File: config.mk
export PLATFORM = sky130hd
export DESIGN_NAME = rmpc_top
export DESIGN_NICKNAME = d
export VERILOG_FILES = /design/src/pkg/rmpc_pkg.sv /design/src/hdl/rmpc_top.sv
export VERILOG_INCLUDE_DIRS = /design/src /design/src/pkg
export SDC_FILE = /design/constraint.sdc
export NUM_CORES = 1
export LEC_CHECK = 0
export ABC_AREA = 1
export CAP_MARGIN = 25
export CELL_PAD_IN_SITES_DETAIL_PLACEMENT = 0
export CELL_PAD_IN_SITES_GLOBAL_PLACEMENT = 1
export CORE_MARGIN = 2
export CORE_UTILIZATION = 49
export DETAILED_ROUTE_END_ITERATION = 10
export DONT_BUFFER_PORTS = 1
export PLACE_DENSITY_LB_ADDON = 0.08
export SLEW_MARGIN = 0
export SYNTH_ARGS = -nofsm -noshare
export SYNTH_HDL_FRONTEND = slang
export SYNTH_SLANG_ARGS = --single-unit
File: constraint.sdc
create_clock -name pclk -period 5.5 [get_ports pclk]
set_clock_uncertainty 0.15 [all_clocks]
set_input_delay 0.55 -clock pclk [delete_from_list [all_inputs] [get_ports pclk]]
set_output_delay 0.55 -clock pclk [all_outputs]
set_load 0.05 [all_outputs]
File: src/pkg/rmpc_defines.svh
// constants of the reset, mode-select and pin-control block
`ifndef RMPC_DEFINES_SVH
`define RMPC_DEFINES_SVH
// ****************************************
// register byte offsets
// ****************************************
`define RMPC_OFF_PDATA 12'h000
`define RMPC_OFF_PDIR 12'h004
`define RMPC_OFF_PPULL 12'h008
`define RMPC_OFF_PSLEW 12'h00c
`define RMPC_OFF_CAUSE 12'h010
`define RMPC_OFF_CTRL 12'h014
`define RMPC_OFF_STAT 12'h018
// ****************************************
// control register fields
// ****************************************
`define RMPC_CTRL_RANGE 0
`define RMPC_CTRL_KBI_RISE 1
`define RMPC_CTRL_IRQ_RISE 2
`define RMPC_CTRL_FORCE 3
`define RMPC_CTRL_CLK_EXT 4
`define RMPC_CTRL_IRQ_PULL 5
`define RMPC_CTRL_W 6
// ****************************************
// port geometry and reset values
// ****************************************
`define RMPC_PORT_W 8
`define RMPC_KBI_LO 4
`define RMPC_PORT_RST 8'h00
`define RMPC_CTRL_RST 6'h00
`define RMPC_RESET_VECTOR 16'hfffe
// ****************************************
// timing
// ****************************************
`define RMPC_CLK_NS 4.0
`define RMPC_T_DRIVE_US 4.25
`define RMPC_T_SAMPLE_US 4.75
`define RMPC_BDC_BIT_CYC 16
`define RMPC_CNT_W 11
`endif

File: src/pkg/rmpc_pkg.sv
// types of the reset, mode-select and pin-control block
package rmpc_pkg;
  // reset sequencer states
  typedef enum logic [1:0] {
    ST_DRIVE,
    ST_WAIT,
    ST_RUN
  } rmpc_state_t;
  // reset cause record, one bit per source
  typedef struct packed {
    logic debug_force;
    logic illegal_op;
    logic internal;
    logic external;
    logic power_on;
  } rmpc_cause_t;
  // pad controls of one port
  typedef struct packed {
    logic [7:0] out;
    logic [7:0] oe;
    logic [7:0] pull_on;
    logic [7:0] pull_down;
    logic [7:0] slow;
  } rmpc_pads_t;
  // peripheral claim on the port pins
  typedef struct packed {
    logic [7:0] own;
    logic [7:0] oe;
    logic [7:0] out;
  } rmpc_periph_t;
endpackage : rmpc_pkg

File: src/hdl/rmpc_top.sv
// reset sequencer, mode sampling and port pin control with apb registers
//
// The implementer's own choices: the register offsets and the APB interface to the registers.
`timescale 1ns/1ps
`default_nettype none
`include "rmpc_defines.svh"

// Summary of operation
// - any reset drives reset pin low 4.25us
// - resample reset pin 4.75us after release
// - pin still low at sample means external
// - set matching bit in reset cause register
// - mode pin high at release: run mode
// - mode pin held low: background mode
// - background bit time is 16 clocks
// - pseudo open drain with speedup pulses
// - after reset pins are inputs, no pull
// - direction bit picks data read path
// - owning peripheral drives output buffer enable
// - pull enable acts whenever pin is input
// - keypad rising sensitivity selects pulldowns
// - irq rising edge selects pulldown
// - slew bit selects small slow transistor
// - debug force bit starts a reset
// - range bit selects oscillator range
// - startup runs from internal clock source
// - run mode starts at reset vector
module rmpc_top (
  input wire logic pclk,                         // bus clock, 250 mhz
  input wire logic presetn,                      // power-on reset, active low
  input wire logic psel,                         // apb select
  input wire logic penable,                      // apb access phase
  input wire logic pwrite,                       // apb direction
  input wire logic [11:0] paddr,                 // apb byte address
  input wire logic [31:0] pwdata,                // apb write data
  output logic [31:0] prdata,                    // apb read data
  output logic pready,                           // apb ready
  output logic pslverr,                          // apb error, unmapped
  input wire logic reset_pin_in,                 // reset pin level
  output logic reset_pin_out,                    // reset pin drive value
  output logic reset_pin_oe,                     // reset pin driven low
  input wire logic internal_reset_req,           // pulse from watchdog or low voltage
  input wire logic illegal_op_req,               // pulse from cpu decode
  output logic sys_rst_n,                        // chip reset, active low
  output logic background_mode,                  // 1: active background mode
  output logic [15:0] reset_vector_addr,         // vector fetched in run mode
  input wire logic background_mode_select_pin_in, // mode pin level
  output logic background_mode_select_pin_out,   // mode pin drive value
  output logic background_mode_select_pin_oe,    // mode pin driven
  input wire logic bdc_drive_low,                // debug controller pulls low
  input wire logic bdc_speedup,                  // debug controller speedup pulse
  output logic bdc_bit_tick,                     // start of each bit time
  input wire logic [7:0] port_pin_in,            // port pin levels
  input wire rmpc_pkg::rmpc_periph_t periph,     // peripheral ownership
  output rmpc_pkg::rmpc_pads_t pads,             // pad controls
  input wire logic irq_pin_in,                   // irq pin level
  output logic irq_pull_on,                      // irq pull device enable
  output logic irq_pull_down,                    // irq pull is a pulldown
  output logic osc_range_high,                   // 1: 1-16 mhz, 0: 32-100 khz
  output logic clk_sel_ext                       // 1: external oscillator selected
);
  // ****************************************
  // timing constants
  // ****************************************
  localparam real T_DRIVE_US = `RMPC_T_DRIVE_US;
  localparam real T_SAMPLE_US = `RMPC_T_SAMPLE_US;
  localparam int DRIVE_CYC = int'($ceil(T_DRIVE_US * 1000.0 / `RMPC_CLK_NS));
  localparam int SAMPLE_CYC = int'($ceil(T_SAMPLE_US * 1000.0 / `RMPC_CLK_NS));
  localparam logic [10:0] DRIVE_LAST = 11'(DRIVE_CYC - 1);
  localparam logic [10:0] SAMPLE_LAST = 11'(SAMPLE_CYC - 1);
  localparam logic [3:0] BIT_LAST = 4'(`RMPC_BDC_BIT_CYC - 1);
  localparam int KL = `RMPC_KBI_LO;

  // ****************************************
  // input synchronisers
  // ****************************************
  logic [10:0] sync1_reg;
  logic [10:0] sync2_reg;
  wire logic rst_pin_s = sync2_reg[0];
  wire logic mode_pin_s = sync2_reg[1];
  wire logic irq_s = sync2_reg[2];
  wire logic [7:0] port_s = sync2_reg[10:3];
  // two flops on every pin, first stage feeds only the second
  always_ff @(posedge pclk or negedge presetn) begin
    if (!presetn) begin
      sync1_reg <= 11'h7ff;
      sync2_reg <= 11'h7ff;
    end else begin
      sync1_reg <= {port_pin_in, irq_pin_in, background_mode_select_pin_in, reset_pin_in};
      sync2_reg <= sync1_reg;
    end
  end

  // ****************************************
  // apb decode
  // ****************************************
  logic ready_reg;
  logic [31:0] rdata_reg;
  logic err_reg;
  logic [7:0] pdata_reg;
  logic [7:0] pdir_reg;
  logic [7:0] ppull_reg;
  logic [7:0] pslew_reg;
  logic [`RMPC_CTRL_W-1:0] ctrl_reg;
  rmpc_pkg::rmpc_cause_t cause_reg;
  rmpc_pkg::rmpc_state_t state_reg;

  // address match; used for both read mux and write strobes
  function automatic logic hit(input logic [11:0] a, input logic [11:0] off);
    hit = (a[11:2] == off[11:2]);
  endfunction : hit

  wire logic acc = psel & penable;
  wire logic wr_done = acc & ready_reg & pwrite;
  wire logic in_run = (state_reg == rmpc_pkg::ST_RUN);
  wire logic mapped = hit(paddr, `RMPC_OFF_PDATA) | hit(paddr, `RMPC_OFF_PDIR) |
    hit(paddr, `RMPC_OFF_PPULL) | hit(paddr, `RMPC_OFF_PSLEW) | hit(paddr, `RMPC_OFF_CAUSE) |
    hit(paddr, `RMPC_OFF_CTRL) | hit(paddr, `RMPC_OFF_STAT);
  wire logic wr_ok = wr_done & mapped & in_run;
  wire logic force_req = wr_ok & hit(paddr, `RMPC_OFF_CTRL) & pwdata[`RMPC_CTRL_FORCE];
  // read path follows direction, even on peripheral-owned pins
  wire logic [7:0] pdata_rd = (pdir_reg & pdata_reg) | (~pdir_reg & port_s);
  wire logic [31:0] rd_mux =
    hit(paddr, `RMPC_OFF_PDATA) ? {24'h000000, pdata_rd} :
    hit(paddr, `RMPC_OFF_PDIR) ? {24'h000000, pdir_reg} :
    hit(paddr, `RMPC_OFF_PPULL) ? {24'h000000, ppull_reg} :
    hit(paddr, `RMPC_OFF_PSLEW) ? {24'h000000, pslew_reg} :
    hit(paddr, `RMPC_OFF_CAUSE) ? {27'h0000000, cause_reg} :
    hit(paddr, `RMPC_OFF_CTRL) ? {26'h0000000, ctrl_reg & 6'h37} :
    hit(paddr, `RMPC_OFF_STAT) ? {29'h00000000, clk_sel_ext, background_mode, in_run} : 32'h00000000;

  // one wait state so read data comes from a flop
  always_ff @(posedge pclk or negedge presetn) begin
    if (!presetn) begin
      ready_reg <= 1'b0;
      rdata_reg <= 32'h00000000;
      err_reg <= 1'b0;
    end else begin
      ready_reg <= acc & ~ready_reg;
      rdata_reg <= (acc & ~ready_reg & ~pwrite) ? rd_mux : 32'h00000000;
      err_reg <= acc & ~ready_reg & ~mapped;
    end
  end
  assign pready = ready_reg;
  assign prdata = rdata_reg;
  assign pslverr = err_reg;

  // ****************************************
  // software registers
  // ****************************************
  // every reset returns pins to unpulled inputs; writes wait for run
  always_ff @(posedge pclk or negedge presetn) begin
    if (!presetn) begin
      pdata_reg <= `RMPC_PORT_RST;
      pdir_reg <= `RMPC_PORT_RST;
      ppull_reg <= `RMPC_PORT_RST;
      pslew_reg <= `RMPC_PORT_RST;
      ctrl_reg <= `RMPC_CTRL_RST;
    end else if (!in_run) begin
      pdata_reg <= `RMPC_PORT_RST;
      pdir_reg <= `RMPC_PORT_RST;
      ppull_reg <= `RMPC_PORT_RST;
      pslew_reg <= `RMPC_PORT_RST;
      ctrl_reg <= `RMPC_CTRL_RST;
    end else if (wr_ok) begin
      if (hit(paddr, `RMPC_OFF_PDATA)) pdata_reg <= pwdata[7:0];
      if (hit(paddr, `RMPC_OFF_PDIR)) pdir_reg <= pwdata[7:0];
      if (hit(paddr, `RMPC_OFF_PPULL)) ppull_reg <= pwdata[7:0];
      if (hit(paddr, `RMPC_OFF_PSLEW)) pslew_reg <= pwdata[7:0];
      if (hit(paddr, `RMPC_OFF_CTRL)) ctrl_reg <= pwdata[`RMPC_CTRL_W-1:0];
    end
  end

  // ****************************************
  // reset sequencer
  // ****************************************
  logic [10:0] cnt_reg;
  rmpc_pkg::rmpc_cause_t pend_reg;
  logic mode_reg;
  wire logic trig_int = internal_reset_req | illegal_op_req | force_req;
  wire logic trig = in_run & (trig_int | ~rst_pin_s);
  wire logic sample_now = (state_reg == rmpc_pkg::ST_WAIT) && (cnt_reg == SAMPLE_LAST);
  // pending cause of a new reset; internal sources rank above a pin pull
  wire rmpc_pkg::rmpc_cause_t trig_cause = '{debug_force: force_req, illegal_op: illegal_op_req,
    internal: internal_reset_req, external: ~trig_int, power_on: 1'b0};
  // a low pin at the sample point overrides any internal cause
  wire rmpc_pkg::rmpc_cause_t decoded = rst_pin_s ? pend_reg :
    '{debug_force: 1'b0, illegal_op: 1'b0, internal: 1'b0, external: 1'b1, power_on: 1'b0};

  // drive, release, resample, then record cause and mode
  always_ff @(posedge pclk or negedge presetn) begin
    if (!presetn) begin
      state_reg <= rmpc_pkg::ST_DRIVE;
      cnt_reg <= 11'h000;
      pend_reg <= '{power_on: 1'b1, default: 1'b0};
      cause_reg <= '0;
      mode_reg <= 1'b0;
    end else begin
      unique case (state_reg)
        rmpc_pkg::ST_DRIVE: begin
          cnt_reg <= (cnt_reg == DRIVE_LAST) ? 11'h000 : cnt_reg + 11'h001;
          if (cnt_reg == DRIVE_LAST) state_reg <= rmpc_pkg::ST_WAIT;
        end
        rmpc_pkg::ST_WAIT: begin
          cnt_reg <= cnt_reg + 11'h001;
          if (sample_now) begin
            cnt_reg <= 11'h000;
            state_reg <= rmpc_pkg::ST_RUN;
            cause_reg <= decoded;
            mode_reg <= ~mode_pin_s;
          end
        end
        rmpc_pkg::ST_RUN: begin
          if (trig) begin
            state_reg <= rmpc_pkg::ST_DRIVE;
            pend_reg <= trig_cause;
          end
        end
      endcase
    end
  end
  assign reset_pin_out = 1'b0;
  assign reset_pin_oe = (state_reg == rmpc_pkg::ST_DRIVE);
  assign sys_rst_n = in_run;
  assign background_mode = mode_reg;
  assign reset_vector_addr = `RMPC_RESET_VECTOR;

  // ****************************************
  // background pin and bit timer
  // ****************************************
  logic [3:0] bit_cnt_reg;
  // free-running bit timer on the bus clock, which is the debug clock here
  always_ff @(posedge pclk or negedge presetn) begin
    if (!presetn) bit_cnt_reg <= 4'h0;
    else bit_cnt_reg <= (bit_cnt_reg == BIT_LAST) ? 4'h0 : bit_cnt_reg + 4'h1;
  end
  assign bdc_bit_tick = (bit_cnt_reg == 4'h0);
  // pin only pulled low or briefly pushed high; never driven during reset
  wire logic bdc_en = in_run & (bdc_drive_low | bdc_speedup);
  assign background_mode_select_pin_oe = bdc_en;
  assign background_mode_select_pin_out = bdc_speedup & ~bdc_drive_low;

  // ****************************************
  // port pads
  // ****************************************
  // kbi pins on the upper half; one control bit sets the pull polarity of all owned ones
  genvar gi;
  generate
    for (gi = 0; gi < `RMPC_PORT_W; gi++) begin : g_pad
      wire logic own = periph.own[gi];
      assign pads.oe[gi] = own ? periph.oe[gi] : pdir_reg[gi];
      assign pads.out[gi] = own ? periph.out[gi] : pdata_reg[gi];
      assign pads.pull_on[gi] = ppull_reg[gi] & ~pads.oe[gi];
      assign pads.pull_down[gi] = (gi >= KL) && own && ctrl_reg[`RMPC_CTRL_KBI_RISE];
      assign pads.slow[gi] = pslew_reg[gi];
    end
  endgenerate
  assign irq_pull_on = ctrl_reg[`RMPC_CTRL_IRQ_PULL];
  assign irq_pull_down = ctrl_reg[`RMPC_CTRL_IRQ_RISE];
  assign osc_range_high = ctrl_reg[`RMPC_CTRL_RANGE];
  // self-clocked source through startup, no crystal wait
  assign clk_sel_ext = in_run & ctrl_reg[`RMPC_CTRL_CLK_EXT];

  // ****************************************
  // assertions
  // ****************************************
  logic [11:0] low_len_reg;
  // helper: length of the current low drive on the reset pin
  always_ff @(posedge pclk or negedge presetn) begin
    if (!presetn) low_len_reg <= 12'h000;
    else low_len_reg <= reset_pin_oe ? low_len_reg + 12'h001 : 12'h000;
  end
  property p_drive_len;
    @(posedge pclk) disable iff (!presetn) $fell(reset_pin_oe) |-> $past(low_len_reg) == 12'd1062;
  endproperty
  a_drive_len: assert property (p_drive_len) else $error("reset pin low time wrong");
  logic [11:0] wait_len_reg;
  // helper: cycles from pin release to the sample point; too long for a delay range
  always_ff @(posedge pclk or negedge presetn) begin
    if (!presetn) wait_len_reg <= 12'h000;
    else wait_len_reg <= (!in_run && !reset_pin_oe) ? wait_len_reg + 12'h001 : 12'h000;
  end
  property p_sample_gap;
    @(posedge pclk) disable iff (!presetn) $rose(in_run) |-> wait_len_reg == 12'd1188;
  endproperty
  a_sample_gap: assert property (p_sample_gap) else $error("resample gap wrong");
  property p_wait_bound;
    @(posedge pclk) disable iff (!presetn) !in_run && !reset_pin_oe |-> wait_len_reg < 12'd1188;
  endproperty
  a_wait_bound: assert property (p_wait_bound) else $error("sample point missed");
  property p_ext_cause;
    @(posedge pclk) disable iff (!presetn) sample_now && !rst_pin_s |=> cause_reg.external;
  endproperty
  a_ext_cause: assert property (p_ext_cause) else $error("external reset not recorded");
  property p_cause_hold;
    @(posedge pclk) disable iff (!presetn) in_run && $past(in_run) |-> $stable(cause_reg);
  endproperty
  a_cause_hold: assert property (p_cause_hold) else $error("cause changed in run");
  property p_mode;
    @(posedge pclk) disable iff (!presetn) sample_now |=> background_mode == !$past(mode_pin_s);
  endproperty
  a_mode: assert property (p_mode) else $error("mode sampled wrong");
  property p_bit_time;
    @(posedge pclk) disable iff (!presetn) bdc_bit_tick |=> !bdc_bit_tick [*8] ##1 !bdc_bit_tick [*7] ##1 bdc_bit_tick;
  endproperty
  a_bit_time: assert property (p_bit_time) else $error("bit time not 16 clocks");
  property p_reset_pins;
    @(posedge pclk) disable iff (!presetn) !in_run |=> (pdir_reg == 8'h00) && (ppull_reg == 8'h00);
  endproperty
  a_reset_pins: assert property (p_reset_pins) else $error("pins not reset to inputs");
  property p_pull_off_out;
    @(posedge pclk) disable iff (!presetn) (pads.pull_on & pads.oe) == 8'h00;
  endproperty
  a_pull_off_out: assert property (p_pull_off_out) else $error("pull on an output");
  // the full sequence is too long for a delay range; the pending cause carries it
  property p_force;
    @(posedge pclk) disable iff (!presetn) force_req |=> reset_pin_oe && pend_reg.debug_force;
  endproperty
  a_force: assert property (p_force) else $error("force reset lost");
  property p_any_trig;
    @(posedge pclk) disable iff (!presetn) trig |=> reset_pin_oe && !sys_rst_n;
  endproperty
  a_any_trig: assert property (p_any_trig) else $error("reset request not taken");
  property p_cause_set;
    @(posedge pclk) disable iff (!presetn) in_run |-> cause_reg != 5'h00;
  endproperty
  a_cause_set: assert property (p_cause_set) else $error("no reset cause recorded");
  // the host must own the mode pin through the rising edge of reset
  property p_mode_free;
    @(posedge pclk) disable iff (!presetn) !in_run |-> !background_mode_select_pin_oe;
  endproperty
  a_mode_free: assert property (p_mode_free) else $error("mode pin driven in reset");
  property p_ready_pulse;
    @(posedge pclk) disable iff (!presetn) pready |=> !pready;
  endproperty
  a_ready_pulse: assert property (p_ready_pulse) else $error("ready longer than one cycle");
  property p_err_ready;
    @(posedge pclk) disable iff (!presetn) pslverr |-> pready;
  endproperty
  a_err_ready: assert property (p_err_ready) else $error("error without ready");
  property p_clk_int;
    @(posedge pclk) disable iff (!presetn) !in_run |-> !clk_sel_ext;
  endproperty
  a_clk_int: assert property (p_clk_int) else $error("external clock in startup");
endmodule : rmpc_top
`default_nettype wire

## Word-level counts from Yosys, hierarchy flattened

Cells that the tools add are included.

| word-level totals | value |
|---|---|
| ROM bits | 0 |
| output and inout bits | 101 |
| register bits after elaboration | 98 |
| logic and storage cells | 162 |
| RAM bits | 0 |
| bits in latches | 0 |
| memories kept | 0 |
| input bits | 88 |

| cells by class | value |
|---|---|
| multipliers | 0 |
| mux-type cells | 48 |
| reductions and logical operators | 17 |
| eq/ne operators | 20 |
| div/mod/pow operators | 0 |
| shift operators | 0 |
| add/subtract/negate cells | 2 |
| magnitude comparators | 0 |
| bitwise logic cells | 51 |

Operators by type and width:

| cell | count |
|---|---|
| $mux 8 | 17 |
| $eq 10x3->1 const B | 3 |
| $mux 6 | 5 |
| $and 1x1->1 | 22 |
| $eq 11x11->1 const B | 2 |
| $mux 11 | 2 |
| $pmux 11 s2 | 1 |
| $eq 10x2->1 const B | 2 |
| $and 8x8->8 | 2 |
| $mux 1 | 16 |
| $ne 2x1->1 const B | 8 |
| $not 1->1 | 15 |
| $reduce_and 2->1 | 7 |
| $add 11x1->11 const B | 1 |
| $eq 10x1->1 const B | 1 |
| $logic_not 10->1 | 1 |
| $or 1x1->1 | 10 |
| $not 8->8 | 1 |
| $or 8x8->8 | 1 |
| $mux 2 | 3 |
| $pmux 2 s3 | 1 |
| $logic_and 1x1->1 | 5 |
| $mux 5 | 1 |
| $add 4x1->4 const B | 1 |
| other kinds (10) | 10 |

## Logic depth before layout (Yosys ltp)

Gate-level depths: netlist (run 1).

| depth | value |
|---|---|
| word-level depth | 16 |
| gate-level depth with buffers | 12 |
| gate-level depth less buffers | 12 |

## Worst setup path after synthesis (run 1)

Ideal clock, no wire load.

| path | value |
|---|---|
| kind | in2out |
| start | in periph[16] (netlist bit) |
| end | out pads[16] (netlist bit) |
| stages | 2 |
| path slack | 2.535 ns |
| arrival time | 2.265 ns |
| data required time | 4.800 ns |
| buffers on the path | 0 |
| cell sequence | o21ai_0 nor2_1 |

RTL lines:

| what | RTL line | RTL |
|---|---|---|
| start: declaration | rmpc_top.sv:54 | `input wire rmpc_pkg::rmpc_periph_t periph,` |
| end: declaration | rmpc_top.sv:55 | `output rmpc_pkg::rmpc_pads_t pads,` |

==> flow_summary_export.csv, run 1 <==
group,metric,value,unit
status,status,"complete, no violations",
layout,area_growth,3.48,%
global_routing,antenna_found_initial,0,
clock_network,cts_root_buffer,"clkbuf_8",
routing,vias_per_cell,4.94,
sta,finalHoldViolCount,0,
routing,finalWirelength,10.7,mm
layout,final_util,0.525,
routing,drc,0,
die,core_area,9770,um2
routing,drtIter0Drc,218,
sta,rsz0062_at_grt,"no",
yosys,synth_area,4950,um2
place,numPortBuffers,0,
worst_setup_path,critPathLaunchType,"register",
worst_setup_path,cp.required,4800,ps
routing,vias,3534,
sta,maxSlewViolCount,0,
clock_network,cts_resized,0,
global_routing,track_usage,0.203,
worst_setup_path,end_kind,"output port",
clock_network,cts_tree,"done",
clock_network,cts_num_sinks,95,
yosys,ys_warn_count,0,
worst_setup_path,critPathTopFamily,"compound AO/OA/AOI/OAI gates",
yosys,async_flop_share,1.00,
yosys,synth_top_area_share,0.374,
die,start_util,0.507,
die,dieArea,10900,um2
sta,relSlewSlack,0.327,
place,placed_cell_area,4890,um2
yosys,seq_area_frac_synth,0.485,
sta,setup_viol,0,
routing,route.antenna.remaining_nets,0,
clock_network,clk_pin_slew,90,ps
worst_setup_path,cp.arrival,2080,ps
yosys,synth_edf_count,0,
sta,period_needed,2780,ps
routing,wl_per_cell,14.9,um
global_routing,grt_overflow,0,
worst_setup_path,crit_fanout,4,
yosys,synthCells,571,
yosys,synth.area.top_cells,"dfrtp_1, dfstp_2, nand2_1",
min_path,hp-class,"in -> reg",
layout,nets,673,
power_and_ir_drop,ir_worst_vdd,0.147,mV
worst_setup_path,critPathMaxStageDelay,770,ps
place,globalplace.congestion,0.819,
yosys,avgSynthCellArea,8.68,um2
yosys,synth_flop_cell,"dfrtp_1",
global_routing,grt_max_degree,96,
die,rows,36,
worst_setup_path,worstPathBufferInverterCount,1,
routing,firstDrtPassIters,5,
die,dieHeight,105,um
die,pin_count,189,
power_and_ir_drop,power.density,249,nW/um2
sta,max_freq,0.360,GHz
global_routing,grt_pass1_wl,17.2,mm
clock_network,clk_latency,360,ps
layout,drive_above_1_share,0.141,
yosys,yosysTopAreaCell,"dfrtp_1",
place,dp_hpwl,7.68,mm
worst_setup_path,criticalPathCategory,"reg -> out",
power_and_ir_drop,p_leak,2.39,nW
sta,fin_crit_sh,0.505,
layout,largest_reg_flops,11,
worst_setup_path,path_cells,"inv_1 > o21ai_1 > nor2_1",
sta,tns,0,ps
yosys,synth_seq_cells,95,
layout,fin_area,5130,um2
clock_network,h-tree-depth,3,
yosys,synth.distinct_cells,46,
global_routing,grt_pass1_vias,3327,
worst_setup_path,crit_slowest_cell,"o21ai_1",
clock_network,clk_path_buf_depth,2,
die,dieWidth,105,um
sta,tightestPinTransition,1000,ps
layout,n_antenna_cell,0,
flow_run,max-cap-violations,0,
layout,fillers,966,
clock_network,cts_buffers,9,
## logic make-up (layout without fill, tap and decap cells)
group / after synthesis / count (layout) / share of synthesized area
other: 2 / 45 / 0.00152
buffers and inverters: 126 / 95 / 0.138
AO/OA/AOI/OAI: 109 / 109 / 0.138
XOR/XNOR: 5 / 5 / 0.00884
adder cells (fa/ha/maj): 7 / 7 / 0.0177
flip-flops: 95 / 95 / 0.485
multiplexers: 3 / 3 / 0.00682
AND/OR/NAND/NOR: 224 / 224 / 0.205
## placed cells by master (no fill, tap or decap), types with 7 or more instances in the layout
master / n
a21oi_1: 11
clkbuf_8: 10
conb_1: 45
dfrtp_1: 74
dfstp_2: 21
ha_1: 7
inv_1: 67
nand2_1: 137
nand3_1: 13
nand4_1: 7
nor2_1: 37
nor3_1: 8
o21ai_0: 25
o21ai_1: 44
o21ai_2: 8
## synth_stat cells, types with 5 or more instances
cell type  number
o21ai_0        38
o211ai_1        5
dfstp_2        21
o21ai_2         8
xor2_1          5
nand4_1         7
o21ai_1        31
nand2_1       137
nor2_1         37
inv_2           6
nand3_1        13
ha_1            7
dfrtp_1        74
a21oi_1        11
inv_1          67
buf_4          45
nor3_1          8
## through the flow
step                      power, mW  hold WS, ps  worst slack [ps]  cells
after floorplan               0.865          104              2530    614
after global placement        0.844          107              3000    696
after detailed placement      0.845          108              3010    696
after CTS                      1.29        0.837              2680    714
after global routing           1.32      0.00588              2620    716
final                          1.28         20.6              2720    716
## area by class of cell
class | count | area (um2) | share of cell area
Timing Repair Buffer | 5 | 65.1 | 0.0127
Clock buffer | 11 | 141 | 0.0276
Tap cell | 133 | 166 | 0.0325
Sequential cell | 95 | 2400 | 0.469
Inverter | 74 | 285 | 0.0556
Clock inverter | 5 | 35.0 | 0.00683
Multi-Input combinational cell | 393 | 2030 | 0.396
## what timing repair did
action | CTS | global route
hold buffers | 2 | 2
setup buffers | 0 | 0
hold endpoints to repair | 95 | 2
## per-layer routing
| layer | wire length, um | GRT usage |
|---|---|---|
| met2 | 4940 | 0.308 |
| met3 | 711 | 0.0536 |
| met1 | 4880 | 0.283 |
| met4 | 145 | 0.0705 |
| met5 | 0 | 0 |
## power breakdown
group | internal [mW] | switching [mW] | total [mW]
registers | 0.712 | 0.00623 | 0.718
clock network | 0.177 | 0.249 | 0.427
logic | 0.0123 | 0.118 | 0.130
total | 0.902 | 0.374 | 1.28
## worst paths after layout
kind	start	end	slack, ps	cells after the start
min in group asynchronous	presetn	cnt_reg[5]	640	2
hold / removal	port_pin_in[1]	sync1_reg[4]	20	0
setup / recovery	pdir_reg[6]	pads[22]	2720	3
setup reg to reg	state_reg[0]	cnt_reg[10]	2990	9
hold reg to reg	sync1_reg[0]	sync2_reg[0]	210	0
max in group asynchronous	presetn	sync2_reg[3]	4200	2
## worst reg2reg max path, cell delays in order (launching register included)
cell and delay (ps):
dfrtp_1 410, inv_1 100, ha_1 520, nor2_1 210, nor3b_2 260, nand4_1 180, nor2_1 250, nand2_1 80
o21bai_1 130, and3b_1 170
Note: power is estimated with default switching activity, not from simulation.
==> run 2: changes to the inputs <==
- CORE_UTILIZATION: 49 -> 41
- clock period: 5.5 -> 2.5 ns (I/O delays scaled with it)
==> flow_summary_export.csv, run 2 (synthesis gave the netlist of run 1 again) <==
group,metric,value,unit
status,status,"finished, violations left",
status,violations,"negative hold slack",
layout,instances_no_fill,767,
clock_network,cts_root_buffer,"clkbuf_16",
die,dieWidth,114,um
sta,setup_slack,301,ps
die,rows,40,
routing,drc,0,
layout,final_util,0.466,
routing,wl_met2,5.29,mm
sta,period_needed,2200,ps
min_path,hp-class,"in -> async",
layout,fillers,1206,
sta,fin_hold_ws,-552,ps
routing,drtIter0Drc,195,
worst_setup_path,criticalPathCategory,"in -> reg",
global_routing,grt_pass1_vias,3379,
place,globalplace.congestion,0.826,
sta,relSlewSlack,0.409,
worst_setup_path,reg2reg_to,"cnt_reg[10]",
layout,nets,711,
clock_network,clk_latency,350,ps
power_and_ir_drop,ir_worst_vdd,0.341,mV
sta,rsz0062_at_grt,"no",
layout,fin_area,5560,um2
global_routing,antenna_found_initial,0,
global_routing,grt_pass1_wl,17.7,mm
routing,finalWirelength,11.4,mm
routing,wl_per_cell,14.8,um
routing,route.antenna.remaining_nets,0,
die,core_area,11900,um2
layout,mostFrequentLayoutCells,"nand2_1, dfrtp_1, inv_1",
sta,max_freq,0.455,GHz
die,dieHeight,114,um
routing,firstDrtPassIters,4,
global_routing,grt_overflow,0,
layout,drive_above_1_share,0.174,
worst_setup_path,startpoint,"penable",
layout,n_antenna_cell,0,
place,placed_cells,738,
sta,tns,0,ps
worst_setup_path,cp.arrival,2290,ps
clock_network,cts_buffers,9,
die,pin_count,189,
clock_network,clk_path_buf_depth,2,
routing,vias_per_cell,4.76,
sta,setup_viol,0,
sta,maxSlewViolCount,0,
worst_setup_path,end_kind,"register",
routing,dr_wl_met3,774,um
worst_setup_path,endpoint,"prdata[3]",
sta,tightestPinTransition,883,ps
place,pre_cts_slack,413,ps
power_and_ir_drop,power.density,582,nW/um2
routing,vias,3653,
worst_setup_path,regToRegSetupSlack,420,ps
clock_network,cts_hold_buf,14,
layout,multi_input_area,2030,um2
clock_network,cts_num_sinks,95,
layout,final_common_cell,"nand2_1",
global_routing,track_usage,0.179,
sta,finalHoldViolCount,95,
routing,wl_met1,5.17,mm
flow_run,max-cap-violations,0,
place,numPortBuffers,0,
worst_setup_path,reg2regPathDepth,9,
place,placed_cell_area,5120,um2
global_routing,grt_max_degree,96,
place,dp_hpwl,8.28,mm
worst_setup_path,critPathLaunchType,"input pin",
sta,fin_crit_sh,0.880,
layout,area_growth,12.1,%
clock_network,cts_tree,"done",
worst_setup_path,r2r_start,"state_reg[1]",
layout,seq_area,2400,um2
die,start_util,0.416,
clock_network,clk_pin_slew,60,ps
clock_network,h-tree-depth,3,
layout,largest_reg_flops,11,
routing,top_layer_used,"met4",
power_and_ir_drop,p_leak,2.61,nW
worst_setup_path,cp.required,2590,ps
worst_setup_path,crit_fanout,8,
die,dieArea,13000,um2
## run 2: how the worst min path moves through the flow
stage                 start  cells past startpoint  slack (ps)         endpoint
floorplan           presetn                      0        -200  background_mode
global placement    presetn                      0        -190       cnt_reg[1]
detailed placement  presetn                      0        -190       cnt_reg[1]
CTS                 presetn                      0        -570       cnt_reg[5]
global route        presetn                      0        -570  background_mode
finish              presetn                      0        -550     state_reg[1]
## run 2: layout make-up
class                   instances  share of cell area
clock buffers                  12              0.0444
clock inverters                 3             0.00788
inverters                      74              0.0520
multi-input cells             393               0.366
flip-flops and latches         95               0.433
well taps                     147              0.0331
repair buffers                 43              0.0644
## run 2: repair_timing
| action | CTS | global route |
|---|---|---|
| setup buffers | 0 | 0 |
| endpoints found under the hold margin | 110 | 95 |
| resized for setup | 0 | 1 |
| setup endpoints to repair | 0 | 1 |
## run 2: through the flow
stage,hold slack [ps],power (mW)
6_report,-552,3.23
5_1_grt,-566,3.35
4_1_cts,-567,3.27
3_5_place_dp,-193,1.88
3_3_place_gp,-193,1.87
2_1_floorplan,-196,1.90
## run 2: power breakdown
group          internal [mW]  leakage, nW  switching, mW
logic                 0.0478         1.24          0.237
registers               1.57         1.23         0.0136
clock network          0.798        0.143          0.566
## run 2: per-layer routing
layer,GRT usage,up-vias
met4,0.0618,0
met2,0.271,119
li1,-,1835
met3,0.0505,10
met5,0,-
met1,0.247,1689
## run 2: worst max-delay path, stage by stage
cell,delay [ps]
dlygate4sd3_1,520
nand2_1,70
dlygate4sd3_1,580
nor2_1,130
nand2_1,110
clkinvlp_4,200
o211ai_1,150
a41oi_1,270
